--- src/rtl/pfs_pkg.sv ---
// Purpose: Shared constants and carriers for the pin function select block.
// Assumes: APB with 32-bit data; registers sit in the low bits of a word.
// Notes:   Pin indices are shared by the pad vectors and the direction, data, level and status output bits.
package pfs_pkg;

  localparam int NPIN = 6;

  // Pin indices in every pin-wide vector.
  localparam int PIN_XIN  = 0;
  localparam int PIN_XOUT = 1;
  localparam int PIN_IRQ  = 2;
  localparam int PIN_TX   = 3;
  localparam int PIN_RX   = 4;
  localparam int PIN_CLK  = 5;

  // Register byte offsets.
  localparam logic [7:0] OFS_CTRL   = 8'h00;
  localparam logic [7:0] OFS_SERIAL = 8'h04;
  localparam logic [7:0] OFS_DIR    = 8'h08;
  localparam logic [7:0] OFS_DATA   = 8'h0C;
  localparam logic [7:0] OFS_PULLUP = 8'h10;
  localparam logic [7:0] OFS_LEVEL  = 8'h14;
  localparam logic [7:0] OFS_STATUS = 8'h18;

  // Control register fields.
  localparam int CTRL_XTAL_SEL = 0;
  localparam int CTRL_SUB_STOP = 1;
  localparam int CTRL_FB_OFF   = 2;
  localparam int CTRL_IRQ0_EN  = 3;
  localparam int CTRL_RTC_SEL  = 4;
  localparam int CTRL_RTC_EN   = 5;
  localparam int CTRL_W        = 6;

  // Serial register fields.
  localparam int SER_MODE_LSB = 0;
  localparam int SER_SERIAL_CLOCK_DIRECTION    = 3;
  localparam int SER_OD       = 4;
  localparam int SER_W        = 5;

  // Pull-up register fields.
  localparam int PU_XIN    = 0;
  localparam int PU_IRQ    = 1;
  localparam int PU_TX     = 2;
  localparam int PU_RX_CLK = 3;
  localparam int PU_W      = 4;

  // Status register fields.
  localparam int STS_OUT_LSB = 0;
  localparam int STS_OSC_BUF = 6;
  localparam int STS_FB_ON   = 7;

  // Reset values: crystal pins selected, every direction bit an input.
  localparam logic [CTRL_W-1:0] CTRL_RST   = 6'h01;
  localparam logic [SER_W-1:0]  SERIAL_RST = 5'h00;
  localparam logic [NPIN-1:0]   DIR_RST    = 6'h00;
  localparam logic [NPIN-1:0]   DATA_RST   = 6'h00;
  localparam logic [PU_W-1:0]   PULLUP_RST = 4'h0;

  // Serial mode codes.
  localparam logic [2:0] SMODE_PORT  = 3'h0;
  localparam logic [2:0] SMODE_CLKSY = 3'h1;

  typedef struct packed {
    logic [NPIN-1:0] level;
    logic [NPIN-1:0] drive_n;
    logic [NPIN-1:0] pull_on;
  } pfs_pads_t;

  typedef struct packed {
    logic serial_two_tx;
    logic serial_two_clock;
    logic rtc_out;
  } pfs_periph_src_t;

  typedef struct packed {
    logic osc_buffer_on;
    logic feedback_on;
    logic subclk_in;
    logic ext_irq_zero;
    logic serial_two_rx;
    logic serial_two_clock;
  } pfs_periph_dst_t;

endpackage

--- src/rtl/pfs_sync.sv ---
// Purpose: Two-flop synchroniser for asynchronous pin levels.
// Assumes: Pins are quasi-static compared with pclk.
// Notes:   Only the second stage may be read by other logic.
`timescale 1ns/1ps
module pfs_sync (
  input  wire logic pclk,
  input  wire logic presetn,
  input  wire logic d,
  output logic      q
);

  logic meta_reg;

  always_ff @(posedge pclk or negedge presetn)
  begin
    if (!presetn)
    begin
      meta_reg <= 1'b0;
      q        <= 1'b0;
    end
    else
    begin
      meta_reg <= d;
      q        <= meta_reg;
    end
  end

endmodule

--- src/rtl/pfs_pad.sv ---
// Purpose: Output driver and pull-up control for one pin.
// Assumes: drive_n low means the pin is driven.
// Notes:   Open drain only pulls low and never drives high.
`timescale 1ns/1ps
module pfs_pad (
  input  wire logic use_out,
  input  wire logic data,
  input  wire logic open_drain,
  input  wire logic pull_req,
  output logic      level,
  output logic      drive_n,
  output logic      pull_on
);

  wire drive_now;

  assign drive_now = use_out & ~(open_drain & data);
  assign drive_n   = ~drive_now;
  assign level     = open_drain ? 1'b0 : data;
  assign pull_on   = pull_req & ~use_out;

endmodule

--- src/rtl/pfs_pin_select.sv ---
// Purpose: Pin function select for the sub-clock, interrupt and serial pins.
// Assumes: APB slave, zero wait states, peripherals share pclk.
// Notes:   Pin inputs are synchronised before any mux reads them.
// How it works
// - Reset selects crystal function on sub-clock pins.
// - Crystal select 0 returns pins to ports.
// - Sub-clock output pin drives latch when output.
// - Stop bit gates buffer; feedback on when 0.
// - Feedback off bit disconnects feedback resistor.
// - External clock drives inverted copy on output.
// - Interrupt pin: port, or interrupt input when enabled.
// - Serial mode drives transmit pin, else direction.
// - Open drain select makes transmit pull low only.
// - Receive data taken only while pin input.
// - Clock pin outputs RTC or serial clock.
// - Smaller variant clock pin is plain port.
// - Pull-up only while pin is input.
// - Direction bits reset to input.
//
// Decided for this implementation: the register addresses and register access over APB.
`timescale 1ns/1ps
module pfs_pin_select #(
  parameter bit LARGE_VARIANT = 1'b1
) (
  input  wire logic                     pclk,
  input  wire logic                     presetn,
  input  wire logic                     psel,
  input  wire logic                     penable,
  input  wire logic                     pwrite,
  input  wire logic [7:0]               paddr,
  input  wire logic [31:0]              pwdata,
  output logic      [31:0]              prdata,
  output logic                          pready,
  output logic                          pslverr,
  input  wire logic [pfs_pkg::NPIN-1:0] pad_in,
  output pfs_pkg::pfs_pads_t            pads,
  input  wire pfs_pkg::pfs_periph_src_t periph_src,
  output pfs_pkg::pfs_periph_dst_t      periph_dst
);

  localparam int N = pfs_pkg::NPIN;

  function automatic logic hit(input logic [7:0] a, input logic [7:0] o);
    hit = (a[7:2] == o[7:2]);
  endfunction

  logic [pfs_pkg::CTRL_W-1:0] ctrl_reg;
  logic [pfs_pkg::SER_W-1:0]  serial_reg;
  logic [N-1:0]               dir_reg;
  logic [N-1:0]               data_reg;
  logic [pfs_pkg::PU_W-1:0]   pullup_reg;
  logic [31:0]                prdata_reg;
  logic [N-1:0]               pin_sync;

  // Address decode.
  wire sel_ctrl   = hit(paddr, pfs_pkg::OFS_CTRL);
  wire sel_serial = hit(paddr, pfs_pkg::OFS_SERIAL);
  wire sel_dir    = hit(paddr, pfs_pkg::OFS_DIR);
  wire sel_data   = hit(paddr, pfs_pkg::OFS_DATA);
  wire sel_pullup = hit(paddr, pfs_pkg::OFS_PULLUP);
  wire sel_level  = hit(paddr, pfs_pkg::OFS_LEVEL);
  wire sel_status = hit(paddr, pfs_pkg::OFS_STATUS);
  wire mapped     = sel_ctrl | sel_serial | sel_dir | sel_data
                  | sel_pullup | sel_level | sel_status;
  wire setup_ph   = psel & ~penable;
  wire access_ph  = psel & penable;
  wire wr_en      = access_ph & pwrite & mapped;

  // Control fields.
  wire       xtal_sel  = ctrl_reg[pfs_pkg::CTRL_XTAL_SEL];
  wire       sub_stop  = ctrl_reg[pfs_pkg::CTRL_SUB_STOP];
  wire       fb_off    = ctrl_reg[pfs_pkg::CTRL_FB_OFF];
  wire       irq0_en   = ctrl_reg[pfs_pkg::CTRL_IRQ0_EN];
  wire       rtc_sel   = ctrl_reg[pfs_pkg::CTRL_RTC_SEL];
  wire       rtc_en    = ctrl_reg[pfs_pkg::CTRL_RTC_EN];
  wire [2:0] smode     = serial_reg[pfs_pkg::SER_MODE_LSB +: 3];
  wire       serial_clock_direction     = serial_reg[pfs_pkg::SER_SERIAL_CLOCK_DIRECTION];
  wire       od_sel    = serial_reg[pfs_pkg::SER_OD];

  // Sub-clock pins.
  // buffer and feedback
  wire osc_buf = xtal_sel & ~sub_stop;
  wire fb_on   = xtal_sel & ~fb_off;

  logic [N-1:0] use_out;
  logic [N-1:0] out_data;
  logic [N-1:0] pull_req;
  logic [N-1:0] pad_od;

  assign use_out[pfs_pkg::PIN_XIN]  = ~xtal_sel & dir_reg[pfs_pkg::PIN_XIN];
  assign out_data[pfs_pkg::PIN_XIN] = data_reg[pfs_pkg::PIN_XIN];

  assign use_out[pfs_pkg::PIN_XOUT] =
    xtal_sel ? osc_buf : dir_reg[pfs_pkg::PIN_XOUT];
  assign out_data[pfs_pkg::PIN_XOUT] =
    xtal_sel ? ~pin_sync[pfs_pkg::PIN_XIN] : data_reg[pfs_pkg::PIN_XOUT];

  assign use_out[pfs_pkg::PIN_IRQ]  = dir_reg[pfs_pkg::PIN_IRQ];
  assign out_data[pfs_pkg::PIN_IRQ] = data_reg[pfs_pkg::PIN_IRQ];
  wire irq_feed = irq0_en & ~dir_reg[pfs_pkg::PIN_IRQ];

  wire ser_on = (smode != pfs_pkg::SMODE_PORT);
  assign use_out[pfs_pkg::PIN_TX]  = ser_on | dir_reg[pfs_pkg::PIN_TX];
  assign out_data[pfs_pkg::PIN_TX] =
    ser_on ? periph_src.serial_two_tx : data_reg[pfs_pkg::PIN_TX];

  assign use_out[pfs_pkg::PIN_RX]  = dir_reg[pfs_pkg::PIN_RX];
  assign out_data[pfs_pkg::PIN_RX] = data_reg[pfs_pkg::PIN_RX];

  // Clock pin: RTC has priority, then synchronous serial clock.
  // clock pin outputs
  wire rtc_drive = LARGE_VARIANT & rtc_sel & rtc_en;
  wire ck_drive  = LARGE_VARIANT & ~rtc_sel & ~serial_clock_direction
                 & (smode == pfs_pkg::SMODE_CLKSY);
  wire ck_feed   = LARGE_VARIANT & ~rtc_sel & serial_clock_direction
                 & ~dir_reg[pfs_pkg::PIN_CLK];
  assign use_out[pfs_pkg::PIN_CLK] =
    rtc_drive | ck_drive | dir_reg[pfs_pkg::PIN_CLK];
  assign out_data[pfs_pkg::PIN_CLK] =
    rtc_drive ? periph_src.rtc_out :
    ck_drive  ? periph_src.serial_two_clock :
                data_reg[pfs_pkg::PIN_CLK];

  // Pull-up requests; the crystal pins take no pull-up while crystal select is set.
  assign pull_req[pfs_pkg::PIN_XIN]  =
    ~xtal_sel & pullup_reg[pfs_pkg::PU_XIN];
  assign pull_req[pfs_pkg::PIN_XOUT] =
    ~xtal_sel & pullup_reg[pfs_pkg::PU_XIN];
  assign pull_req[pfs_pkg::PIN_IRQ]  = pullup_reg[pfs_pkg::PU_IRQ];
  assign pull_req[pfs_pkg::PIN_TX]   = pullup_reg[pfs_pkg::PU_TX];
  assign pull_req[pfs_pkg::PIN_RX]   = pullup_reg[pfs_pkg::PU_RX_CLK];
  assign pull_req[pfs_pkg::PIN_CLK]  = pullup_reg[pfs_pkg::PU_RX_CLK];

  assign pad_od = (ser_on & od_sel) ? (N'(1) << pfs_pkg::PIN_TX) : '0;

  genvar g;
  generate
    for (g = 0; g < N; g++)
    begin : g_pin
      pfs_sync u_sync (
        .pclk    (pclk),
        .presetn (presetn),
        .d       (pad_in[g]),
        .q       (pin_sync[g])
      );
      pfs_pad u_pad (
        .use_out    (use_out[g]),
        .data       (out_data[g]),
        .open_drain (pad_od[g]),
        .pull_req   (pull_req[g]),
        .level      (pads.level[g]),
        .drive_n    (pads.drive_n[g]),
        .pull_on    (pads.pull_on[g])
      );
    end
  endgenerate

  // Serial receive and clock inputs idle high when the pin is not routed to them.
  // receive when input
  assign periph_dst.serial_two_rx =
    ~dir_reg[pfs_pkg::PIN_RX] ? pin_sync[pfs_pkg::PIN_RX] : 1'b1;
  assign periph_dst.serial_two_clock =
    ck_feed ? pin_sync[pfs_pkg::PIN_CLK] : 1'b1;
  assign periph_dst.ext_irq_zero = irq_feed & pin_sync[pfs_pkg::PIN_IRQ];
  // The sub-clock is sampled, so only slow external clocks pass intact.
  assign periph_dst.subclk_in     = osc_buf & pin_sync[pfs_pkg::PIN_XIN];
  assign periph_dst.osc_buffer_on = osc_buf;
  assign periph_dst.feedback_on   = fb_on;

  // Register write path.
  always_ff @(posedge pclk or negedge presetn)
  begin
    if (!presetn)
    begin
      ctrl_reg   <= pfs_pkg::CTRL_RST;
      serial_reg <= pfs_pkg::SERIAL_RST;
      dir_reg    <= pfs_pkg::DIR_RST;
      data_reg   <= pfs_pkg::DATA_RST;
      pullup_reg <= pfs_pkg::PULLUP_RST;
    end
    else if (wr_en)
    begin
      if (sel_ctrl)
        ctrl_reg <= pwdata[pfs_pkg::CTRL_W-1:0];
      if (sel_serial)
        serial_reg <= pwdata[pfs_pkg::SER_W-1:0];
      if (sel_dir)
        dir_reg <= pwdata[N-1:0];
      if (sel_data)
        data_reg <= pwdata[N-1:0];
      if (sel_pullup)
        pullup_reg <= pwdata[pfs_pkg::PU_W-1:0];
    end
  end

  // Read data is captured in the setup cycle so it comes from a flop.
  wire [31:0] status_word = 32'(
    (32'(use_out) << pfs_pkg::STS_OUT_LSB)
    | (32'(osc_buf) << pfs_pkg::STS_OSC_BUF)
    | (32'(fb_on) << pfs_pkg::STS_FB_ON));
  wire [31:0] rd_word =
    sel_ctrl   ? 32'(ctrl_reg)   :
    sel_serial ? 32'(serial_reg) :
    sel_dir    ? 32'(dir_reg)    :
    sel_data   ? 32'(data_reg)   :
    sel_pullup ? 32'(pullup_reg) :
    sel_level  ? 32'(pin_sync)   :
    sel_status ? status_word     : 32'h0000_0000;

  always_ff @(posedge pclk or negedge presetn)
  begin
    if (!presetn)
      prdata_reg <= 32'h0000_0000;
    else if (setup_ph)
      prdata_reg <= rd_word;
  end

  assign prdata  = prdata_reg;
  assign pready  = 1'b1;
  assign pslverr = access_ph & ~mapped;

endmodule

--- config.mk ---
export PLATFORM = sky130hd
export DESIGN_NAME = pfs_pin_select
export DESIGN_NICKNAME = d
export VERILOG_FILES = /design/src/rtl/pfs_pkg.sv /design/src/rtl/pfs_sync.sv /design/src/rtl/pfs_pad.sv /design/src/rtl/pfs_pin_select.sv
export SDC_FILE = /design/constraint.sdc
export NUM_CORES = 1
export LEC_CHECK = 0
export ABC_AREA = 1
export CAP_MARGIN = 40
export CORE_UTILIZATION = 50
export CTS_CLUSTER_DIAMETER = 120
export DETAILED_ROUTE_END_ITERATION = 8
export DONT_BUFFER_PORTS = 1
export GPL_TIMING_DRIVEN = 0
export PLACE_DENSITY = 0.7
export REMOVE_ABC_BUFFERS = 1
export SLEW_MARGIN = 5
export SYNTH_ARGS = -nofsm -noshare
export SYNTH_HDL_FRONTEND = slang
export SYNTH_HIERARCHICAL = 1
export SYNTH_SLANG_ARGS = --single-unit
--- constraint.sdc ---
create_clock -name pclk -period 3.3 [get_ports pclk]
set_clock_uncertainty 0.15 [all_clocks]
set_input_delay 0.495 -clock pclk [delete_from_list [all_inputs] [get_ports pclk]]
set_output_delay 0.495 -clock pclk [all_outputs]
set_load 0.03 [all_outputs]
# ---- After elaboration in Yosys (flattened, before gate mapping)
# Cells that the tools add are included.
dict set report word_totals {
  register_bits 71
  input_bits 54
  output_inout_bits 58
  word_cells 127
}
dict set report classes {
  n_eq_ne 7
  mux 21
  bitwise 74
  reduce_logical 7
}
# cell count
set ops {}
lappend ops {{two-way mux 8 bit} 7}
lappend ops {{bitwise AND 1 bit} 34}
lappend ops {{inverter 1 bit} 27}
lappend ops {{== test 6 x 3 -> 1 bit (second input constant)} 3}
lappend ops {{two-way mux 1 bit} 13}
lappend ops {{== test 6 x 2 -> 1 bit (second input constant)} 2}
lappend ops {{AND reduction 2 bit} 5}
lappend ops {{bitwise OR 1 bit} 9}
lappend ops {{bitwise OR 7 x 8 -> 8 bit} 1}
lappend ops {{bitwise OR 6 x 7 -> 7 bit} 1}
lappend ops {{== test 6 x 1 -> 1 bit (second input constant)} 1}
lappend ops {{logical NOT 6 bit} 1}
lappend ops {{two-way mux 4 bit} 1}
lappend ops {{== test 3 x 1 -> 1 bit (second input constant)} 1}
lappend ops {{nonzero test 3 bit} 1}
lappend ops {{bitwise AND 1 bit (first input constant)} 2}

# ---- Depth between registers and ports, before layout
dict set report depth {
  word_depth 14
  mapped_depth 10
  mapped_depth_nobuf 10
}

# ---- By module
# The synthesis kept the hierarchy.
# mod instances cells_each area_per_inst_um2 seq_area_each_um2
set by_module_without_submodules {}
lappend by_module_without_submodules {pfs_pin_select 1 301 2174.6 877.1}
lappend by_module_without_submodules {pfs_sync 6 2 50.0 50.0}
lappend by_module_without_submodules {pfs_pad 6 6 25.0 0.0}

# ---- Worst setup path before layout
# Ideal clock, no wire load.
dict set report synth_path {
  path_type {in2out}
  from {in paddr[4]}
  to {out pslverr}
  t_arrival_ns 1.301
  required_ns 2.655
  setup_slack_ns 1.354
  cell_stages 7
  n_path_buf 0
  path_cell_list {inv_2 -> nor2_2 -> nand2_2 -> nor2_4 -> inv_2 -> o211ai_4 -> nor2_1}
}
dict set report synth_between {
  elab_chain_cells 9
  word_cells_on_any_way 15
  classes_between {6 x eq/ne; 8 x bitwise; 1 x reduce/logical}
}
# element line_no
set synth_rtl {}
lappend synth_rtl {{start, declared} pfs_pin_select.sv:30} ;# input wire logic [7:0] paddr,
lappend synth_rtl {{== test 6 x 1 -> 1 bit or logical NOT 6 bit (tied branches)} pfs_pin_select.sv:44} ;# hit = (a[7:2] == o[7:2]);
lappend synth_rtl {{bitwise OR 1 bit (3 in series)} pfs_pin_select.sv:63} ;# wire mapped = sel_ctrl | sel_serial | sel_dir | sel_data
lappend synth_rtl {{bitwise OR 1 bit (2 in series)} pfs_pin_select.sv:64} ;# | sel_pullup | sel_level | sel_status;
lappend synth_rtl {{bitwise OR 1 bit (*)} pfs_pin_select.sv:64}
lappend synth_rtl {{inverter 1 bit (*)} pfs_pin_select.sv:220} ;# assign pslverr = access_ph & ~mapped;
lappend synth_rtl {{bitwise AND 1 bit (*)} pfs_pin_select.sv:220}
lappend synth_rtl {{end, declared} pfs_pin_select.sv:34} ;# output logic pslverr,
# Every way passes the cells marked *; elsewhere a longest branch is shown, timed or not.

==> flow_summary.ini <==
[outcome]
result_of_the_run = finished, final reports clean

[layout]
layout.core_utilization_pct = 54.5
antenna-diode-count = 0
area_delta_synth_final_pct = 5.34
final_cell_area_mm2 = 0.00277
largest_register_ff_count = 8
final_layout_size_suffix_gt1_share_pct = 9.75
layout.nets = 412

[sta]
finalSetupViolCount = 0
final_hold_viol_count = 0
rsz_0062_raised_after_global_routing = false
timing.fmax_mhz = 422
setup_slack_ps = 930
layout_min_cycle_time_ps = 2370
worst-slew-pin-transition_ps = 736
max_slew_margin_pct = 50.8
fin_crit_sh_pct = 71.8
max_transition_viols_final = 0
setup_tns_after_final_layout_ps = 0

[logic_synthesis]
synth.area.top_cells = sky130_fd_sc_hd__dfrtp_1, sky130_fd_sc_hd__nand2_1, sky130_fd_sc_hd__buf_4
asyncSetResetFlopFracSynth_pct = 100
postSynthCellCount = 349
synth_commonest_cells = sky130_fd_sc_hd__nand2_1, sky130_fd_sc_hd__dfrtp_1, sky130_fd_sc_hd__inv_1
dominantRegCellSynth = sky130_fd_sc_hd__dfrtp_1
synth_largest_area_cell = sky130_fd_sc_hd__dfrtp_1
synth_cell_type_count = 26
synth.cell_area_mm2 = 0.00263
synth-edff-count = 0
synth.yosys.warnings = 6
synth_largest_type_area_fraction_pct = 43.9
seq_area_frac_synth_pct = 44.9
number_of_synthesized_register_bits = 47
most_used_standard_cell_by_instance_count_after_synthesis = sky130_fd_sc_hd__nand2_1
avgSynthCellArea_um2 = 7.52

[placement]
placed_cell_area_mm2 = 0.00261
post-place-ws_ps = 1130
port_buffers = 0
dpl.hpwl_um = 4210
place_congestion = 0.896

[job]
cap_viol_max_count = 0

[worst_setup_path]
most_numerous_cell_on_the_critical_path = sky130_fd_sc_hd__nor2_1
timing.critical_path.fanout_max = 4
path_cells = nor2_1, nand3_1, nor2_1
cp_top_family = simple AND/OR/NAND/NOR gates
worst_setup_path_start_kind = flop
timing.critical_path.required_ps = 2650
critical_path.max_stage_delay_ps = 530
critPathCaptureType = output port
critical_path_buf_inv_count = 0
critPathKind = flop to output port
timing.critical_path.slowest_stage_cell = sky130_fd_sc_hd__nor2_1
crit_arrival_ps = 1720

[routing]
drtPass1Iterations = 5
routed_wl_um = 5740
detail_route.vias_per_cell = 4.96
post-route-drc-count = 0
via_count_of_the_routed_design = 2129
wl_per_cell_um = 13.4
drtIter0Drc = 220
drt.antenna.violating_nets = 0

[floorplan]
die_h_um = 74.5
initial_utilization_pct = 51.7
i_o_pin_count = 112
fp-row-count = 26
floorplan.die_area_mm2 = 0.00554
core_area_mm2 = 0.00507
chipWidth_um = 74.5

[clock_tree]
clockBufferDepth = 2
clock_tree.root_cell = sky130_fd_sc_hd__clkbuf_8
clock_transition_at_the_register_clock_pins_on_the_worst_setup_and_hold_paths_after_cts_ps = 80
cts-buffers-inserted = 5
cts-resized-gates = 0
tritoncts_clock_tree = built
worst_skew_pair.late_latency_ps = 300
cts.htree.levels = 2
numClockSinks = 47

[global_route]
grt_start_max_net_pins = 48
grt_pass1_wl_um = 9320
grt_use_total_pct = 22.3
first_global_vias = 1929
globalRoute.totalOverflow = 0
antenna_found_initial = 0

[power_and_ir_drop]
power_density_mw_per_mm2 = 419
static-leakage-power_nw = 1.35
ir_worst_vdd_mv = 0.249

[worst_hold_path]
hold_class = input port to flop
routing by layer:
metal	share of wire (%)	routed length, um	vias up	track usage [%]
met2	44	2540	111	33.0
met1	45	2610	973	31.9
li1	-	-	1038	-
met3	9.1	520	7	6.10
met5	0	0	-	0
met4	1.2	69	0	6.71
stage by stage:
stage	hold WS [ps]	instances	total power, W
2_1_floorplan	49.4	349	0.000697
3_3_place_gp	50.3	419	0.000709
3_5_place_dp	50.0	419	0.000710
4_1_cts	54.4	429	0.00117
5_1_grt	44.9	429	0.00120
6_report	65.6	429	0.00116
placed cells by master, fill, tap and decap left out:
master and count:
sky130_fd_sc_hd__inv_2 3, sky130_fd_sc_hd__nand3_1 22, sky130_fd_sc_hd__nor2_2 8, sky130_fd_sc_hd__nand3_2 5, sky130_fd_sc_hd__a31oi_1 1, sky130_fd_sc_hd__nor2_4 3, sky130_fd_sc_hd__nand4_1 6, sky130_fd_sc_hd__a21oi_1 5
sky130_fd_sc_hd__dlygate4sd3_1 1, sky130_fd_sc_hd__o31ai_1 1, sky130_fd_sc_hd__o21ai_1 23, sky130_fd_sc_hd__conb_1 35, sky130_fd_sc_hd__o2111ai_1 2, sky130_fd_sc_hd__bufinv_16 1, sky130_fd_sc_hd__inv_1 45, sky130_fd_sc_hd__nand2_1 91
sky130_fd_sc_hd__o21ai_0 4, sky130_fd_sc_hd__dfrtp_1 46, sky130_fd_sc_hd__dfstp_2 1, sky130_fd_sc_hd__or2_2 3, sky130_fd_sc_hd__o21a_1 1, sky130_fd_sc_hd__nor2_1 40, sky130_fd_sc_hd__o211ai_4 1, sky130_fd_sc_hd__nand2_2 2
sky130_fd_sc_hd__inv_6 1, sky130_fd_sc_hd__nor3_1 1, sky130_fd_sc_hd__clkbuf_8 6, sky130_fd_sc_hd__buf_16 1
where the power goes:
group	switching [W]	total, W	internal (W)
combinational	0.0000942	0.000113	0.0000187
clock	0.000195	0.000444	0.000249
sequential	0.0000141	0.000602	0.000588
total	0.000303	0.00116	0.000856
cell type report:
| cell class | instances | area (um2) |
|---|---|---|
| multi-input combinational | 254 | 1160 |
| inverter | 48 | 180 |
| sequential | 47 | 1180 |
| tap | 70 | 87.6 |
| clock inverter | 2 | 38.8 |
| clock buffer | 6 | 82.6 |
| fill | 511 | 2310 |
| timing repair buffer | 2 | 37.5 |
worst paths after layout:
path | startpoint | to | slack, ps | depth (start not counted)
min | pad_in[4] | g_pin[4].u_sync/meta_reg | 70 | 0
min reg2reg | g_pin[0].u_sync/meta_reg | g_pin[0].u_sync/q | 200 | 0
min in group asynchronous | presetn | data_reg[4] | 550 | 2
max in group asynchronous | presetn | ctrl_reg[0] | 2170 | 2
max reg2reg | serial_reg[2] | prdata[3] | 1680 | 8
max | serial_reg[2] | pads[3] | 930 | 3
logic make-up (layout without fill, tap and decap cells):
kind of cell	after synthesis	after routing	synth area share, %
other	2	35	0.286
AOI/OAI and AO/OA	38	38	8.39
DFF	47	47	44.9
buffers and inverters	81	58	15.6
and+or+nand+nor	181	181	30.8
timing repair:
item	CTS	global route
hold endpoints to repair	47	0
setup endpoints to repair	0	0
buffers inserted	0	0
hold buffers	2	0
Power figures use the tool's default switching activity.
